===== src/verilog/acc_pkg.sv =====
// Purpose: shared constants and types for the analog comparator control block
// Assumes: APB slave with 32-bit data, 12-bit byte address inside the block
// Notes:   field layouts below are fixed for this block; see each group
package acc_pkg;

   ////////////////////////////////////////////////////////////////////////////
   // register byte offsets
   localparam logic [11:0] OFF_START_TASK     = 12'h000;
   localparam logic [11:0] OFF_STOP_TASK      = 12'h004;
   localparam logic [11:0] OFF_SAMPLE_TASK    = 12'h008;
   localparam logic [11:0] OFF_READY_EVENT    = 12'h100;
   localparam logic [11:0] OFF_DOWNWARD_EVENT = 12'h104;
   localparam logic [11:0] OFF_UPWARD_EVENT   = 12'h108;
   localparam logic [11:0] OFF_CROSSING_EVENT = 12'h10C;
   localparam logic [11:0] OFF_EVENT_LINKS    = 12'h200;
   localparam logic [11:0] OFF_IRQ_MASK       = 12'h300;
   localparam logic [11:0] OFF_IRQ_MASK_SET   = 12'h304;
   localparam logic [11:0] OFF_IRQ_MASK_CLR   = 12'h308;
   localparam logic [11:0] OFF_RESULT         = 12'h400;
   localparam logic [11:0] OFF_ENABLE         = 12'h500;
   localparam logic [11:0] OFF_POS_SELECT     = 12'h504;
   localparam logic [11:0] OFF_REF_SOURCE     = 12'h508;
   localparam logic [11:0] OFF_OUTSIDE_PIN    = 12'h50C;
   localparam logic [11:0] OFF_LADDER_LIMITS  = 12'h530;
   localparam logic [11:0] OFF_OPER_CONFIG    = 12'h534;
   localparam logic [11:0] OFF_NOISE_BAND     = 12'h538;

   ////////////////////////////////////////////////////////////////////////////
   // event indices, shared by event flags and interrupt mask bits
   localparam int EV_READY = 0;
   localparam int EV_DOWN  = 1;
   localparam int EV_UP    = 2;
   localparam int EV_CROSS = 3;
   localparam int EV_NUM   = 4;

   // field positions
   localparam int LINK_READY_SAMPLE = 0;
   localparam int CFG_SPEED_LSB     = 0;
   localparam int CFG_DIFF_BIT      = 8;
   localparam int LIM_LOWER_LSB     = 0;
   localparam int LIM_UPPER_LSB     = 8;
   localparam int CODE_W            = 6;   // 64-level ladder
   localparam int SEL_W             = 3;

   // reset values
   localparam logic [31:0] RST_WORD   = 32'h0000_0000;
   localparam logic [1:0]  RST_SPEED  = 2'h0;
   localparam logic [2:0]  RST_SEL    = 3'h0;
   localparam logic [5:0]  RST_CODE   = 6'h00;

   // reference source codes; codes up to REF_INT_MAX are internal references
   localparam logic [2:0] REF_INT_1V2   = 3'h0;
   localparam logic [2:0] REF_INT_1V8   = 3'h1;
   localparam logic [2:0] REF_INT_2V4   = 3'h2;
   localparam logic [2:0] REF_INT_MAX   = 3'h2;
   localparam logic [2:0] REF_MAIN_SUPP = 3'h4;
   localparam logic [2:0] REF_ANA_PIN   = 3'h5;

   // speed settings
   localparam logic [1:0] SPD_LOW_POWER = 2'h0;
   localparam logic [1:0] SPD_NORMAL    = 2'h1;
   localparam logic [1:0] SPD_HIGH      = 2'h2;

   ////////////////////////////////////////////////////////////////////////////
   // start-up timing
   localparam int CLK_PERIOD_NS       = 40;
   localparam int T_INT_REF_START_NS  = 10000;
   localparam int T_COMP_START_NS     = 500;
   localparam int INT_REF_START_CYC   =
      (T_INT_REF_START_NS + CLK_PERIOD_NS - 1) / CLK_PERIOD_NS;
   localparam int COMP_START_CYC      =
      (T_COMP_START_NS + CLK_PERIOD_NS - 1) / CLK_PERIOD_NS;

   ////////////////////////////////////////////////////////////////////////////
   // controls toward the analog core
   typedef struct packed {
      logic             pins_taken;     // analog pins acquired
      logic             core_on;        // core powered and comparing
      logic             diff_mode;      // 1 differential, 0 single-ended
      logic [1:0]       speed;
      logic [SEL_W-1:0] pos_sel;        // 0..6 pins, 7 divided high supply
      logic [SEL_W-1:0] ref_src;
      logic [SEL_W-1:0] outside_pin;
      logic [CODE_W-1:0] ladder_code;   // active ladder level
      logic             noise_band_en;
   } acc_ana_ctl_t;

   typedef enum logic [2:0] {
      ST_OFF  = 3'b001,
      ST_WARM = 3'b010,
      ST_RUN  = 3'b100
   } acc_state_t;

endpackage


===== src/verilog/acc_start_timer.sv =====
// Purpose: start-up delay counter for the comparator core
// Assumes: i_load is a one-cycle pulse; i_abort may be held high
// Notes:   o_done is a registered one-cycle pulse
`timescale 1ns/100ps
module acc_start_timer
   #(parameter int CNT_W = 16)
   (
   input  wire logic             i_clk,
   input  wire logic             i_rst,
   input  wire logic             i_load,
   input  wire logic [CNT_W-1:0] i_count,
   input  wire logic             i_abort,
   output logic                  o_done
   );

   logic [CNT_W-1:0] cnt_reg;
   logic             busy_reg;

   always_ff @(posedge i_clk or posedge i_rst)
   begin
      if (i_rst)
      begin
         cnt_reg  <= '0;
         busy_reg <= 1'b0;
         o_done   <= 1'b0;
      end
      else
      begin
         o_done <= 1'b0;
         if (i_abort)
            busy_reg <= 1'b0;
         else if (i_load)
         begin
            cnt_reg  <= i_count;
            busy_reg <= 1'b1;
         end
         else if (busy_reg)
         begin
            if (cnt_reg <= CNT_W'(1))
            begin
               busy_reg <= 1'b0;
               o_done   <= 1'b1;
            end
            else
               cnt_reg <= cnt_reg - CNT_W'(1);
         end
      end
   end

endmodule // acc_start_timer


===== src/verilog/acc_comparator_ctrl.sv =====
// Purpose: register, task and event logic around a voltage comparator core
// Assumes: APB slave, no wait states; comparator decision synchronous to I_CLOCK
// Notes:   the analog core, ladder and references live outside this block
//
// The implementer's own choice: the APB slave port.
`timescale 1ns/100ps
module acc_comparator_ctrl
   import acc_pkg::*;
   #(parameter int INT_REF_CYC = INT_REF_START_CYC,
     parameter int COMP_CYC    = COMP_START_CYC,
     parameter int CNT_W       = 16)
   (
   input  wire logic          I_CLOCK,
   input  wire logic          I_SYS_RST,
   input  wire logic          I_PSEL,
   input  wire logic          I_PENABLE,
   input  wire logic          I_PWRITE,
   input  wire logic [11:0]   I_PADDR,
   input  wire logic [31:0]   I_PWDATA,
   output logic      [31:0]   O_PRDATA,
   output logic               O_PREADY,
   output logic               O_PSLVERR,
   input  wire logic          I_CMP_DECISION,
   output acc_ana_ctl_t       O_ANA_CTL,
   output logic               O_IRQ
   );

   ////////////////////////////////////////////////////////////////////////////
   // state
   acc_state_t         state_reg;
   logic               enable_reg;
   logic [1:0]         speed_reg;
   logic               diff_reg;
   logic [SEL_W-1:0]   pos_sel_reg;
   logic [SEL_W-1:0]   ref_src_reg;
   logic [SEL_W-1:0]   out_pin_reg;
   logic [CODE_W-1:0]  upper_code_reg;
   logic [CODE_W-1:0]  lower_code_reg;
   logic               noise_band_reg;
   logic               link_ready_sample_reg;
   logic [EV_NUM-1:0]  event_reg;
   logic [EV_NUM-1:0]  mask_reg;
   logic               result_reg;
   logic               decision_prev_reg;
   logic               timer_done;
   logic [EV_NUM-1:0]  ev_set;
   logic               wr_access;
   logic               setup;
   logic               start_pulse;
   logic               stop_pulse;
   logic               sample_pulse;
   logic [CNT_W-1:0]   start_count;
   logic               halt;
   logic               timer_load;

   function automatic logic addr_known(input logic [11:0] a);
      unique case (a)
         OFF_START_TASK, OFF_STOP_TASK, OFF_SAMPLE_TASK, OFF_READY_EVENT,
         OFF_DOWNWARD_EVENT, OFF_UPWARD_EVENT, OFF_CROSSING_EVENT,
         OFF_EVENT_LINKS, OFF_IRQ_MASK, OFF_IRQ_MASK_SET, OFF_IRQ_MASK_CLR,
         OFF_RESULT, OFF_ENABLE, OFF_POS_SELECT, OFF_REF_SOURCE,
         OFF_OUTSIDE_PIN, OFF_LADDER_LIMITS, OFF_OPER_CONFIG, OFF_NOISE_BAND:
            addr_known = 1'b1;
         default:
            addr_known = 1'b0;
      endcase
   endfunction

   function automatic logic wr_hit(input logic [11:0] off);
      wr_hit = wr_access && (I_PADDR == off);
   endfunction

   ////////////////////////////////////////////////////////////////////////////
   // apb handshake: no wait state; read data and error come from flops loaded in setup
   assign setup     = I_PSEL && !I_PENABLE;
   assign wr_access = I_PSEL && I_PENABLE && O_PREADY && I_PWRITE
                      && addr_known(I_PADDR);

   always_ff @(posedge I_CLOCK or posedge I_SYS_RST)
   begin
      if (I_SYS_RST)
      begin
         O_PREADY  <= 1'b0;
         O_PSLVERR <= 1'b0;
      end
      else
      begin
         O_PREADY  <= setup;
         // unmapped addresses answer with an error and are never written
         O_PSLVERR <= setup && !addr_known(I_PADDR);
      end
   end

   // read data is taken in the setup cycle, so a flag set in the access
   // cycle shows up on the next read
   always_ff @(posedge I_CLOCK or posedge I_SYS_RST)
   begin
      if (I_SYS_RST)
         O_PRDATA <= RST_WORD;
      else if (setup && !I_PWRITE)
      begin
         O_PRDATA <= RST_WORD;
         unique case (I_PADDR)
            OFF_READY_EVENT:    O_PRDATA[0] <= event_reg[EV_READY];
            OFF_DOWNWARD_EVENT: O_PRDATA[0] <= event_reg[EV_DOWN];
            OFF_UPWARD_EVENT:   O_PRDATA[0] <= event_reg[EV_UP];
            OFF_CROSSING_EVENT: O_PRDATA[0] <= event_reg[EV_CROSS];
            OFF_EVENT_LINKS:    O_PRDATA[LINK_READY_SAMPLE] <= link_ready_sample_reg;
            OFF_IRQ_MASK, OFF_IRQ_MASK_SET, OFF_IRQ_MASK_CLR:
               O_PRDATA[EV_NUM-1:0] <= mask_reg;
            OFF_RESULT:         O_PRDATA[0] <= result_reg;
            OFF_ENABLE:         O_PRDATA[0] <= enable_reg;
            OFF_POS_SELECT:     O_PRDATA[SEL_W-1:0] <= pos_sel_reg;
            OFF_REF_SOURCE:     O_PRDATA[SEL_W-1:0] <= ref_src_reg;
            OFF_OUTSIDE_PIN:    O_PRDATA[SEL_W-1:0] <= out_pin_reg;
            OFF_LADDER_LIMITS:
            begin
               O_PRDATA[LIM_LOWER_LSB +: CODE_W] <= lower_code_reg;
               O_PRDATA[LIM_UPPER_LSB +: CODE_W] <= upper_code_reg;
            end
            OFF_OPER_CONFIG:
            begin
               O_PRDATA[CFG_SPEED_LSB +: 2] <= speed_reg;
               O_PRDATA[CFG_DIFF_BIT]       <= diff_reg;
            end
            OFF_NOISE_BAND:     O_PRDATA[0] <= noise_band_reg;
            default:            O_PRDATA <= RST_WORD;  // tasks read as zero
         endcase
      end
   end

   ////////////////////////////////////////////////////////////////////////////
   // tasks
   assign start_pulse  = wr_hit(OFF_START_TASK) && I_PWDATA[0];
   assign stop_pulse   = wr_hit(OFF_STOP_TASK) && I_PWDATA[0];
   assign sample_pulse = (wr_hit(OFF_SAMPLE_TASK) && I_PWDATA[0])
                         || (ev_set[EV_READY] && link_ready_sample_reg);

   ////////////////////////////////////////////////////////////////////////////
   // configuration registers
   always_ff @(posedge I_CLOCK or posedge I_SYS_RST)
   begin
      if (I_SYS_RST)
      begin
         enable_reg            <= 1'b0;
         speed_reg             <= RST_SPEED;
         diff_reg              <= 1'b0;
         pos_sel_reg           <= RST_SEL;
         ref_src_reg           <= RST_SEL;
         out_pin_reg           <= RST_SEL;
         upper_code_reg        <= RST_CODE;
         lower_code_reg        <= RST_CODE;
         link_ready_sample_reg <= 1'b0;
      end
      else
      begin
         if (wr_hit(OFF_ENABLE))
            enable_reg <= I_PWDATA[0];
         if (wr_hit(OFF_OPER_CONFIG))
         begin
            speed_reg <= I_PWDATA[CFG_SPEED_LSB +: 2];
            diff_reg  <= I_PWDATA[CFG_DIFF_BIT];
         end
         if (wr_hit(OFF_POS_SELECT))
            pos_sel_reg <= I_PWDATA[SEL_W-1:0];
         if (wr_hit(OFF_REF_SOURCE))
            ref_src_reg <= I_PWDATA[SEL_W-1:0];
         if (wr_hit(OFF_OUTSIDE_PIN))
            out_pin_reg <= I_PWDATA[SEL_W-1:0];
         if (wr_hit(OFF_LADDER_LIMITS))
         begin
            lower_code_reg <= I_PWDATA[LIM_LOWER_LSB +: CODE_W];
            upper_code_reg <= I_PWDATA[LIM_UPPER_LSB +: CODE_W];
         end
         if (wr_hit(OFF_EVENT_LINKS))
            link_ready_sample_reg <= I_PWDATA[LINK_READY_SAMPLE];
      end
   end

   // writes in single-ended mode are dropped, and the stored bit is masked
   // on the way to the core, so a mode change never lets a stale value reach the core
   always_ff @(posedge I_CLOCK or posedge I_SYS_RST)
   begin
      if (I_SYS_RST)
         noise_band_reg <= 1'b0;
      else if (wr_hit(OFF_NOISE_BAND) && diff_reg)
         noise_band_reg <= I_PWDATA[0];
   end

   // mask register and its set-only and clear-only aliases
   always_ff @(posedge I_CLOCK or posedge I_SYS_RST)
   begin
      if (I_SYS_RST)
         mask_reg <= '0;
      else if (wr_hit(OFF_IRQ_MASK))
         mask_reg <= I_PWDATA[EV_NUM-1:0];
      else if (wr_hit(OFF_IRQ_MASK_SET))
         mask_reg <= mask_reg | I_PWDATA[EV_NUM-1:0];
      else if (wr_hit(OFF_IRQ_MASK_CLR))
         mask_reg <= mask_reg & ~I_PWDATA[EV_NUM-1:0];
   end

   ////////////////////////////////////////////////////////////////////////////
   // run control
   assign start_count = (ref_src_reg <= REF_INT_MAX) ?
                        CNT_W'(INT_REF_CYC) : CNT_W'(COMP_CYC);

   // stop or disable wins over a start, and aborts a warm-up in progress
   assign halt       = !enable_reg || stop_pulse;
   assign timer_load = start_pulse && enable_reg && (state_reg == ST_OFF);

   always_ff @(posedge I_CLOCK or posedge I_SYS_RST)
   begin
      if (I_SYS_RST)
         state_reg <= ST_OFF;
      else if (halt)
         state_reg <= ST_OFF;
      else
      begin
         // a start while warming or running is ignored
         unique case (state_reg)
            ST_OFF:  if (start_pulse) state_reg <= ST_WARM;
            ST_WARM: if (timer_done)  state_reg <= ST_RUN;
            ST_RUN:  state_reg <= ST_RUN;
            default: state_reg <= ST_OFF;
         endcase
      end
   end

   acc_start_timer #(.CNT_W(CNT_W)) u_start_timer
   (
      .i_clk   (I_CLOCK),
      .i_rst   (I_SYS_RST),
      .i_load  (timer_load),
      .i_count (start_count),
      .i_abort (halt),
      .o_done  (timer_done)
   );

   ////////////////////////////////////////////////////////////////////////////
   // events
   always_ff @(posedge I_CLOCK or posedge I_SYS_RST)
   begin
      if (I_SYS_RST)
         decision_prev_reg <= 1'b0;
      else
         decision_prev_reg <= I_CMP_DECISION;
   end

   always_comb
   begin
      ev_set            = '0;
      ev_set[EV_READY]  = timer_done && (state_reg == ST_WARM)
                          && !halt;
      if (state_reg == ST_RUN)
      begin
         ev_set[EV_UP]    = I_CMP_DECISION && !decision_prev_reg;
         ev_set[EV_DOWN]  = !I_CMP_DECISION && decision_prev_reg;
         ev_set[EV_CROSS] = I_CMP_DECISION != decision_prev_reg;
      end
   end

   // a set in the same cycle as a software clear wins
   for (genvar g = 0; g < EV_NUM; g++)
   begin : g_event
      always_ff @(posedge I_CLOCK or posedge I_SYS_RST)
      begin
         if (I_SYS_RST)
            event_reg[g] <= 1'b0;
         else if (ev_set[g])
            event_reg[g] <= 1'b1;
         else if (wr_hit(OFF_READY_EVENT + 12'(4 * g)))
            event_reg[g] <= I_PWDATA[0];
      end
   end

   always_ff @(posedge I_CLOCK or posedge I_SYS_RST)
   begin
      if (I_SYS_RST)
         O_IRQ <= 1'b0;
      else
         O_IRQ <= |(event_reg & mask_reg);
   end

   always_ff @(posedge I_CLOCK or posedge I_SYS_RST)
   begin
      if (I_SYS_RST)
         result_reg <= 1'b0;
      else if (sample_pulse)
         result_reg <= I_CMP_DECISION;
   end

   ////////////////////////////////////////////////////////////////////////////
   // analog controls
   always_ff @(posedge I_CLOCK or posedge I_SYS_RST)
   begin
      if (I_SYS_RST)
         O_ANA_CTL <= '0;
      else
      begin
         O_ANA_CTL.pins_taken    <= enable_reg;
         // gated by enable so the core never runs a cycle after the pins
         // are released on a disable while started
         O_ANA_CTL.core_on       <= (state_reg != ST_OFF) && enable_reg;
         O_ANA_CTL.diff_mode     <= diff_reg;
         O_ANA_CTL.speed         <= speed_reg;
         O_ANA_CTL.pos_sel       <= pos_sel_reg;
         O_ANA_CTL.ref_src       <= ref_src_reg;
         O_ANA_CTL.outside_pin   <= out_pin_reg;
         // ladder follows the registered decision; two cycles of lag are far below
         // any core response time
         O_ANA_CTL.ladder_code   <= decision_prev_reg ?
                                    lower_code_reg : upper_code_reg;
         O_ANA_CTL.noise_band_en <= noise_band_reg && diff_reg;
      end
   end

endmodule // acc_comparator_ctrl


===== config.mk =====
export PLATFORM = sky130hd
export DESIGN_NAME = acc_comparator_ctrl
export DESIGN_NICKNAME = d
export VERILOG_FILES = /design/src/verilog/acc_pkg.sv /design/src/verilog/acc_start_timer.sv /design/src/verilog/acc_comparator_ctrl.sv
export SDC_FILE = /design/constraint.sdc
export NUM_CORES = 1
export LEC_CHECK = 0
export BUFFER_PORTS_ARGS = -buffer_cell sky130_fd_sc_hd__buf_2
export CAP_MARGIN = 20
export CORE_MARGIN = 3
export CORE_UTILIZATION = 45
export CTS_CLUSTER_SIZE = 8
export DETAILED_ROUTE_END_ITERATION = 16
export PLACE_DENSITY = 0.67
export SYNTH_ARGS = -nofsm -noshare
export SYNTH_HDL_FRONTEND = slang
export SYNTH_HIERARCHICAL = 1
export SYNTH_SLANG_ARGS = --single-unit

===== constraint.sdc =====
create_clock -name I_CLOCK -period 2.7 [get_ports I_CLOCK]
set_input_delay 0.135 -clock I_CLOCK [delete_from_list [all_inputs] [get_ports I_CLOCK]]
set_output_delay 0.135 -clock I_CLOCK [all_outputs]
set_load 0.02 [all_outputs]

Word-level counts from Yosys, hierarchy flattened:

Cells that the tools add are included.

* flip-flop bits (word level): 94
* input port bits: 50
* memories kept: 0
* word-level logic and storage cells: 164
* bits in latches: 0
* bits in read-only memories: 0
* RAM bits: 0
* output and inout bits: 56

* shift-type cells: 0
* eq/ne operators: 26
* divide/modulo/power cells: 0
* muxes and demuxes: 37
* bitwise operators: 5
* $lt $le $gt $ge: 2
* add/subtract/negate cells: 1
* multiply operators: 0
* reductions and logical operators: 59

Operators by type and width (number)
* 12-bit by 11-bit equality test with 1-bit output (second input constant): 8
* 12-bit by 10-bit equality test with 1-bit output (second input constant): 4
* 12-bit by 9-bit equality test with 1-bit output (second input constant): 4
* 16-bit 2-to-1 mux: 3
* 1-bit logical AND: 38
* 19-bit OR reduction: 1
* 1-bit 2-to-1 mux: 17
* 16-bit by 1-bit less-or-equal comparator with 1-bit output (second input constant): 1
* 16-bit by 1-bit subtractor with 16-bit output (second input constant): 1
* 1-bit one-hot mux with 14 select lines: 1
* 12-bit by 3-bit equality test with 1-bit output (second input constant): 1
* 12-bit by 4-bit equality test with 1-bit output (second input constant): 1
* 12-bit logical NOT: 1
* 3-bit 2-to-1 mux: 4
* 4-bit 2-to-1 mux: 3
* 2-bit nonzero test: 5
* 3-bit one-hot mux with 3 select lines: 1
* 4-bit AND: 2
* 8-bit 2-to-1 mux: 1
* 1-bit logical NOT: 7
* 6-bit 2-to-1 mux: 1
* 1-bit one-hot mux with 6 select lines: 1
* 5-bit 2-to-1 mux: 1
* 1-bit one-hot mux with 5 select lines: 1
* 20 further kinds: 22

Depth between registers and ports, before layout:

Gate-level depths: netlist of run 1.

* depth in word-level cells: 11
* depth in mapped cells: 10
* mapped depth without buffers: 9

By module:

Netlist of run 1, hierarchy kept.

Modules (own cells, without submodules)
* acc_comparator_ctrl: cells each 321, instances 1, area an instance 3582.2 um^2, sequential area each 1903.1 um^2
* acc_start_timer: cells each 124, instances 1, area an instance 1129.8 um^2, sequential area each 450.4 um^2

Worst setup path after synthesis of run 1:

No wires, ideal clock.

* path kind: input to register
* start point: input I_PADDR[5]
* end point: register u_start_timer.cnt_reg[1]
* library setup time: 123 ps
* stages: 9
* buffers on the path: 3
* data required time: 2577 ps
* path slack: 309 ps
* data arrival time: 2269 ps
* cell sequence: or4_1 > buf_6 > nor3_2 > and3b_1 > and2_1 > clkbuf_1 > nand2_1 > clkbuf_1 > o221a_2

* cells in the longest elaborated chain, start to end: 10
* elaborated cells between the ends (all ways): 34
* those cells by class: 19 x eq/ne; 2 x mux; 1 x bitwise; 12 x reduce/logical

Ends and longest elaborated chain
* start, declared: RTL line acc_comparator_ctrl.sv:18 `input wire logic [11:0] I_PADDR,`
* 12-bit by 3-bit equality test with 1-bit output (tied with other cells): RTL line acc_comparator_ctrl.sv:57 `unique case (a)`
* 19-bit OR reduction: RTL line acc_comparator_ctrl.sv:57
* 1-bit 2-to-1 mux: RTL line acc_comparator_ctrl.sv:57
* 1-bit logical AND: RTL line acc_comparator_ctrl.sv:77 `&& addr_known(I_PADDR);`
* 1-bit logical AND (*): RTL line acc_comparator_ctrl.sv:70 `wr_hit = wr_access && (I_PADDR == off);`
* 1-bit logical AND (*): RTL line acc_comparator_ctrl.sv:134 `assign start_pulse = wr_hit(OFF_START_TASK) && I_PWDATA[0];`
* 1-bit logical AND (*) (2 in series): RTL line acc_comparator_ctrl.sv:210 `assign timer_load = start_pulse && enable_reg && (state_reg == ST_OFF);`
* via timer_load: RTL line acc_comparator_ctrl.sv:54 `logic timer_load;`
* 2-bit != test (no line) or 2-bit nonzero test (tied branches)
* 3-bit AND reduction (no line)
* end signal, assigned: RTL line acc_start_timer.sv:34 `cnt_reg <= i_count;`
* end signal, assigned: RTL line acc_start_timer.sv:45 `cnt_reg <= cnt_reg - CNT_W'(1);`
* end, declared: RTL line acc_start_timer.sv:16 `logic [CNT_W-1:0] cnt_reg;`

Mark *: on every way through the listed nets, which the timed path passes. The rest lies on a longest branch.
A chain may end at the register's enable or synchronous reset.

Final worst setup path of run 1:

* start point: register O_PREADY
* end point: register u_start_timer.cnt_reg[1]

* elaborated cells between the ends (all ways): 15
* those cells by class: 1 x eq/ne; 1 x mux; 1 x bitwise; 12 x reduce/logical

RTL lines
* start, declared: RTL line acc_comparator_ctrl.sv:21 `output logic O_PREADY,`
* start signal, assigned: RTL line acc_comparator_ctrl.sv:88 `O_PREADY <= setup;`
* 1-bit logical AND (2 in series): RTL line acc_comparator_ctrl.sv:76 `assign wr_access = I_PSEL && I_PENABLE && O_PREADY && I_PWRITE`
* 1-bit logical AND: RTL line acc_comparator_ctrl.sv:77
* 1-bit logical AND: RTL line acc_comparator_ctrl.sv:70
* 1-bit logical AND: RTL line acc_comparator_ctrl.sv:135 `assign stop_pulse = wr_hit(OFF_STOP_TASK) && I_PWDATA[0];`
* 1-bit logical OR: RTL line acc_comparator_ctrl.sv:209 `assign halt = !enable_reg || stop_pulse;`
* via halt: RTL line acc_comparator_ctrl.sv:53 `logic halt;`
* 1-bit NOT (no line)
* 3-bit AND reduction (no line)

The timed path passes the listed nets, and every way through them passes these cells.

==> results of run 1 <==
[metrics by stage]
| stage | instances | power, mW | utilization, % | area (um2) | hold slack, ns |
|---|---|---|---|---|---|
| after floorplan | 472 | 1.63 | - | 4810 | 0.0736 |
| after global placement | 648 | 1.68 | 52.2 | 5190 | 0.259 |
| after detailed placement | 648 | 1.68 | 52.2 | 5190 | 0.265 |
| after CTS | 673 | 2.62 | 55.1 | 5490 | 0.00735 |
| after global routing | 673 | 2.71 | 55.1 | 5490 | 0.0149 |
| final | 673 | 2.58 | 55.1 | 5490 | 0.0132 |
[kinds of logic (layout without fill, tap and decap cells)]
kind of cell / Yosys count / in the layout / share of synthesized area, %
other cells: 2 / 29 / 0.159
buf+inv: 52 / 120 / 6.16
compound gates: 83 / 83 / 12.8
simple gates: 168 / 168 / 19.8
xor+xnor: 3 / 3 / 0.558
flops: 94 / 94 / 49.9
fa+ha+maj: 4 / 4 / 1.06
mux: 39 / 39 / 9.56
[placed cells by master (no fill, tap or decap), types with 5 or more instances in the layout]
cell                            netlist  layout
sky130_fd_sc_hd__buf_2                4      65
sky130_fd_sc_hd__a21oi_1             16      16
sky130_fd_sc_hd__inv_1               16      15
sky130_fd_sc_hd__nor3_1              18      18
sky130_fd_sc_hd__and2_1               6       6
sky130_fd_sc_hd__nand2_1             43      43
sky130_fd_sc_hd__mux2_1              10      10
sky130_fd_sc_hd__clkbuf_8             0       9
sky130_fd_sc_hd__buf_4               20      13
sky130_fd_sc_hd__o21ai_0              5       5
sky130_fd_sc_hd__dlygate4sd3_1        0       9
sky130_fd_sc_hd__nor2_1              32      32
sky130_fd_sc_hd__dfrtp_1             93      93
sky130_fd_sc_hd__o21ai_1              6       6
sky130_fd_sc_hd__nand3_1             13      13
sky130_fd_sc_hd__mux2_2              24      24
sky130_fd_sc_hd__a22oi_1              5       5
sky130_fd_sc_hd__nand2b_1             5       5
sky130_fd_sc_hd__o211ai_1             5       5
sky130_fd_sc_hd__conb_1               2      29
sky130_fd_sc_hd__o22ai_1              7       7
sky130_fd_sc_hd__a211oi_1             6       6
[power groups by stage]
stage | registers, mW | logic, mW | clock network [mW]
2_1_floorplan | 1.47 | 0.155 | 0
3_3_place_gp | 1.46 | 0.217 | 0
3_5_place_dp | 1.46 | 0.219 | 0
4_1_cts | 1.44 | 0.231 | 0.950
5_1_grt | 1.44 | 0.256 | 1.02
6_report | 1.44 | 0.230 | 0.919
[area by class of cell]
| type | count | area [um2] | area share [%] |
|---|---|---|---|
| flip-flops and latches | 94 | 2350 | 42.9 |
| inverters | 16 | 60.1 | 1.09 |
| repair buffers | 88 | 533 | 9.71 |
| clock inverters | 7 | 80.1 | 1.46 |
| clock buffers | 9 | 124 | 2.26 |
| well taps | 133 | 166 | 3.03 |
| multi-input cells | 326 | 2170 | 39.5 |
[worst max-delay path by stage]
stage,from,to,slack (ns),cells past startpoint
2_1_floorplan,I_PADDR[5],u_start_timer/cnt_reg[1],0.31,9
3_3_place_gp,I_PADDR[5],u_start_timer/cnt_reg[1],0.17,8
3_5_place_dp,I_PADDR[5],u_start_timer/cnt_reg[1],0.16,8
4_1_cts,O_PREADY,u_start_timer/cnt_reg[1],0.28,8
5_1_grt,O_PREADY,u_start_timer/cnt_reg[1],0.13,8
6_report,O_PREADY,u_start_timer/cnt_reg[1],0.25,8
[layer usage]
| metal | vias to the layer above | GRT usage, % |
|---|---|---|
| li1 | 1767 | - |
| met1 | 1840 | 25.6 |
| met2 | 112 | 34.8 |
| met3 | 13 | 3.46 |
| met4 | 0 | 4.69 |
| met5 | - | 0 |
[repair_timing]
item	4_1_cts	5_1_grt
resized for setup	0	0
endpoints found under the hold margin	101	0
hold buffers	9	0
==> results_dict.tcl, run 1 <==
set metrics [dict create \
    status "complete, no violations" \
    required_ns 2.94 \
    worstSetupPathType "flip-flop to flip-flop" \
    critical-path-max-stage-delay_ns 0.38 \
    tritoncts "done" \
    synth_enable_flop_cells 0 \
    post-synth-top-count-cell "sky130_fd_sc_hd__dfrtp_1" \
    wire_length_of_the_first_global_routing_pass_mm 18.4 \
    leakage_nw 2.68 \
    crit-reg2reg-launch "O_PREADY" \
    gp_congestion 0.905 \
    num-nets-final 589 \
    crit_path_max_fanout 7 \
    grt_max_degree 77 \
    cts_setup_buffers 0 \
    drc 0 \
    hold_path.startpoint "I_PWDATA[8]" \
    reg2reg_slack_ns 0.25 \
    worst_setup_path_start_kind "flip-flop" \
    share_seq_of_total_power_pct 55.6 \
    portion_of_the_clock_cycle_consumed_by_the_worst_path_in_the_final_layout_pct 90.7 \
    postLayoutSetupSlackWorst_ns 0.252 \
    switching_power_total_uw 721 \
    pre_cts_ws_ns 0.156 \
    top_layer "met4" \
    dieArea_um2 11700 \
    maxClockFrequency_mhz 408 \
    grt_overflow_total 0 \
    instance_count_of_the_mapped_netlist 445 \
    combinationalPowerShare_pct 8.9 \
    tightest_slew_ns 0.875 \
    intPower_mw 1.86 \
    port_buffers 65 \
    worst-path-buf-inv 1 \
    whs_endpoint "upper_code_reg[0]" \
    yosys.cell_types.count 75 \
    max_cap_viol_count 0 \
    period_minus_slack_ns 2.45 \
    area_grow_syn2layout_pct 16.4 \
    layout-drive-gt1-share_pct 26.5 \
    met1_length_mm 4.76 \
    detail_route.iter0.violations 150 \
    design.core.area_um2 9950 \
    cp_top_family "simple AND/OR/NAND/NOR gates" \
    yosys_register_bits 94 \
    detail_route.wl_per_cell_um 16.4 \
    critical_path.cell_chain "and4_1 > nand4_1 > o31ai_4 > nand2b_1 > a21oi_1 > nor2_2 > inv_1 > o221a_2" \
    cp_data_arrival_time_ns 2.69 \
    synth.yosys.seq_area_share_pct 49.9 \
    crit_slowest_cell "sky130_fd_sc_hd__dfrtp_1" \
    remaining_antenna_violation_count_after_routing 0 \
    holdPathStages 2 \
    first_pass_iters 5 \
    finalSetupViolCount 0 \
    setup_tns_ns 0 \
    pwr-share-clk_pct 35.6 \
    post_synth_main_area_contributors "sky130_fd_sc_hd__dfrtp_1 (49%), sky130_fd_sc_hd__mux2_2 (5.7%), sky130_fd_sc_hd__nand2_1 (3.4%)" \
    antenna_found_initial 0 \
    worst_ir_drop_vdd_mv 0.307 \
    power_per_cell_area_nw_per_um2 471 \
    floorplan.die.width_um 108 \
    ff2ff_path_depth 8 \
    met2_length_mm 5.57 \
    worst_hold_path_type "primary input to flip-flop" \
    cts.sinks 94 \
    mappedNetlistArea_um2 4710 \
    timing.final.hold_violations 0 \
    die_height_um 108 \
    async_reset_ff_share_pct 100 \
    skew_ns 0.0143 \
    placement_rows 36 \
    synthDominantCellAreaShare_pct 49.4 \
    timing_max_transition_violations_final 0 \
    ioPinCount 106 \
    syn_area_per_cell_um2 10.6 \
    yosys-top-cells-count "sky130_fd_sc_hd__dfrtp_1 (93), sky130_fd_sc_hd__nand2_1 (43), sky130_fd_sc_hd__nor2_1 (32)" \
    initial_core_utilization_pct 47.3 \
    largest_register_ffs 21 \
    via_count_of_the_first_global_routing_pass 3714 \
    cp-end-kind "flip-flop" \
    routed_wirelength_mm 11.0 \
    synthesis.yosys.warnings 6 \
    max-slew-margin-rel_pct 40.8 \
    htree_num_levels 3 \
    cts-buffers-inserted 9 \
    cts.root.buffer_cell "sky130_fd_sc_hd__clkbuf_8" \
    grt_setup_unrepaired "no" \
    synth_top_area_cell "sky130_fd_sc_hd__dfrtp_1" \
    p_sw_share_pct 27.9 \
    grt_util_all_layers_pct 19.8 \
    met3RoutedLength_um 586 \
    dr_total_vias 3732 \
    clockBufferDepth 2 \
    clock_insertion_delay_worst_skew_ns 0.36 \
    clk_pin_slew_ns 0.11 \
    n_antenna_cell 0 \
    yosys_most_used_dff "sky130_fd_sc_hd__dfrtp_1" \
    hpwl_mm 8.10 \
    num-fill-cells 889 \
    vias_per_cell 5.55 \
    crit-reg2reg-capture "u_start_timer/cnt_reg[1]" \
]
No activity file was read; power rests on OpenSTA's default activity.
==> run 2, diff against run 1 <==
GPL_ROUTABILITY_DRIVEN = 0   (was unset)
SETUP_SLACK_MARGIN = 0.5   (was unset)
SYNTH_HIERARCHICAL = unset   (was 1)
==> results_dict.tcl, run 2 <==
set metrics [dict create \
    n_antenna_cell 0 \
    yosys.cell_types.count 64 \
    maxClockFrequency_mhz 477 \
    worst_hold_path_type "primary input to flip-flop" \
    layout.cells.most_common "sky130_fd_sc_hd__dfrtp_1" \
    crit_path_max_fanout 6 \
    pre_cts_ws_ns 0.470 \
    dr_total_vias 3726 \
    yosys_most_used_dff "sky130_fd_sc_hd__dfrtp_1" \
    instance_count_of_the_mapped_netlist 448 \
    mappedNetlistArea_um2 4710 \
    htree_num_levels 3 \
    cts.root.buffer_cell "sky130_fd_sc_hd__clkbuf_8" \
    yosys-top-cells-count "sky130_fd_sc_hd__dfrtp_1 (93), sky130_fd_sc_hd__nand2_1 (44), sky130_fd_sc_hd__mux2_2 (36)" \
    synthDominantCellAreaShare_pct 49.4 \
    area_grow_syn2layout_pct 17.0 \
    dieArea_um2 11700 \
    die_height_um 108 \
    timing_max_transition_violations_final 0 \
    clockBufferDepth 2 \
    power_per_cell_area_nw_per_um2 482 \
    largest_register_ffs 21 \
    cts-buffers-inserted 9 \
    post-synth-top-count-cell "sky130_fd_sc_hd__dfrtp_1" \
    first_pass_iters 4 \
    skew_ns 0.0161 \
    wire_length_of_the_first_global_routing_pass_mm 17.8 \
    required_ns 2.98 \
    finalSetupViolCount 0 \
    synth_enable_flop_cells 0 \
    fin_area_um2 5510 \
    async_reset_ff_share_pct 100 \
    max-slew-margin-rel_pct 49.3 \
    remaining_antenna_violation_count_after_routing 0 \
    tightest_slew_ns 0.751 \
    drc 0 \
    clock_insertion_delay_worst_skew_ns 0.36 \
    cts.sinks 94 \
    num-nets-final 580 \
    vias_per_cell 5.61 \
    synth.yosys.seq_area_share_pct 50.0 \
    layout-drive-gt1-share_pct 28.6 \
    detail_route.wl_per_cell_um 16.4 \
    via_count_of_the_first_global_routing_pass 3636 \
    worst_ir_drop_vdd_mv 0.221 \
    worst_setup_path_start_kind "flip-flop" \
    syn_area_per_cell_um2 10.5 \
    clk_pin_slew_ns 0.09 \
    design.core.area_um2 9950 \
    leakage_nw 2.66 \
    post-route-util_pct 55.4 \
    grt_max_degree 38 \
    period_minus_slack_ns 2.10 \
    portion_of_the_clock_cycle_consumed_by_the_worst_path_in_the_final_layout_pct 77.6 \
    postLayoutSetupSlackWorst_ns 0.604 \
    routed_wirelength_mm 10.9 \
    layout.cells.most_common_list "sky130_fd_sc_hd__dfrtp_1 (93), sky130_fd_sc_hd__buf_2 (65), sky130_fd_sc_hd__nand2_1 (43), sky130_fd_sc_hd__mux2_2 (36), sky130_fd_sc_hd__nor2_1 (30)" \
    synth_top_area_cell "sky130_fd_sc_hd__dfrtp_1" \
    grt_setup_unrepaired "no" \
    ioPinCount 106 \
    grt_overflow_total 0 \
    max_cap_viol_count 0 \
    whs_ns 0.0127 \
    post_synth_main_area_contributors "sky130_fd_sc_hd__dfrtp_1 (49%), sky130_fd_sc_hd__mux2_2 (8.6%), sky130_fd_sc_hd__nand2_1 (3.5%)" \
    setup_tns_ns 0 \
    yosys_register_bits 94 \
    port_buffers 65 \
    antenna_found_initial 0 \
    placement_rows 36 \
    cp-end-kind "flip-flop" \
    grt_util_all_layers_pct 19.4 \
    synthesis.yosys.warnings 0 \
    cp_data_arrival_time_ns 2.37 \
    initial_core_utilization_pct 47.3 \
    worstSetupPathType "flip-flop to flip-flop" \
    num-fill-cells 891 \
    timing.final.hold_violations 0 \
    detail_route.iter0.violations 166 \
    placed_area_um2 5150 \
    status "complete, no violations" \
    hpwl_mm 7.92 \
    tritoncts "done" \
    floorplan.die.width_um 108 \
]
[run 2: area by class of cell]
cell class,instances,area (um2),share of cell area [%]
Sequential cell,94,2350,42.7
Multi-Input combinational cell,324,2210,40.0
Tap cell,133,166,3.02
Inverter,9,37.5,0.681
Timing Repair Buffer,88,526,9.54
Clock buffer,10,128,2.32
Clock inverter,6,93.8,1.70
[run 2: kinds of logic after synthesis]
group / Yosys count / share of synthesized area [%]
and+or+nand+nor: 179 / 21.3
DFF: 94 / 50.0
AOI/OAI and AO/OA: 76 / 11.3
buffers and inverters: 49 / 5.82
muxes: 42 / 9.88
adders and majority gates: 4 / 1.06
xor gates and xnor gates: 3 / 0.558
other: 1 / 0.0796
[run 2: final timing paths]
check / start / end / slack (ns) / cells past startpoint
min in group asynchronous: I_SYS_RST / O_PRDATA[9] / 0.44 / 3
max in group asynchronous: I_SYS_RST / state_reg[0] / 1.44 / 4
worst min register to register: speed_reg[1] / O_ANA_CTL[17] / 0.41 / 0
worst min-delay path: I_PWDATA[13] / upper_code_reg[5] / 0.01 / 2
worst max register to register: u_start_timer.cnt_reg[2] / u_start_timer.cnt_reg[11] / 0.60 / 5
worst max-delay path: u_start_timer.cnt_reg[2] / u_start_timer.cnt_reg[11] / 0.60 / 5
[run 2: what timing repair did]
action                                  4_1_cts  5_1_grt
gates resized for setup                       2        8
hold endpoints to repair                     39        0
endpoints found under the setup margin        9       16
pin swaps                                     0        1
gates cloned                                  0        0
buffers inserted                              0        4
hold buffers                                  6        0
[run 2: stage by stage]
stage / instances / power (mW)
finish: 664 / 2.66
global placement: 638 / 1.64
detailed placement: 638 / 1.65
global route: 664 / 2.77
floorplan: 467 / 1.59
CTS: 660 / 2.68
[run 2: power by group]
group | internal (mW) | total (mW) | switching [mW]
logic | 0.0614 | 0.197 | 0.136
registers | 1.42 | 1.43 | 0.00943
clock network | 0.530 | 1.03 | 0.499
total | 2.01 | 2.66 | 0.644
[run 2: per-layer routing]
layer	GRT usage, %	part of all wire (%)
met1	25.2	42
met2	33.3	51
met3	3.16	5.4
met4	5.86	1.4
met5	0	0
[run 2: critical path, cell delays in order (launching register included)]
cell                      delay [ns]
sky130_fd_sc_hd__dfrtp_1        0.43
sky130_fd_sc_hd__nor3_2         0.27
sky130_fd_sc_hd__nand3_2        0.16
sky130_fd_sc_hd__or4b_1         0.56
sky130_fd_sc_hd__or4_1          0.42
sky130_fd_sc_hd__a21oi_1        0.17
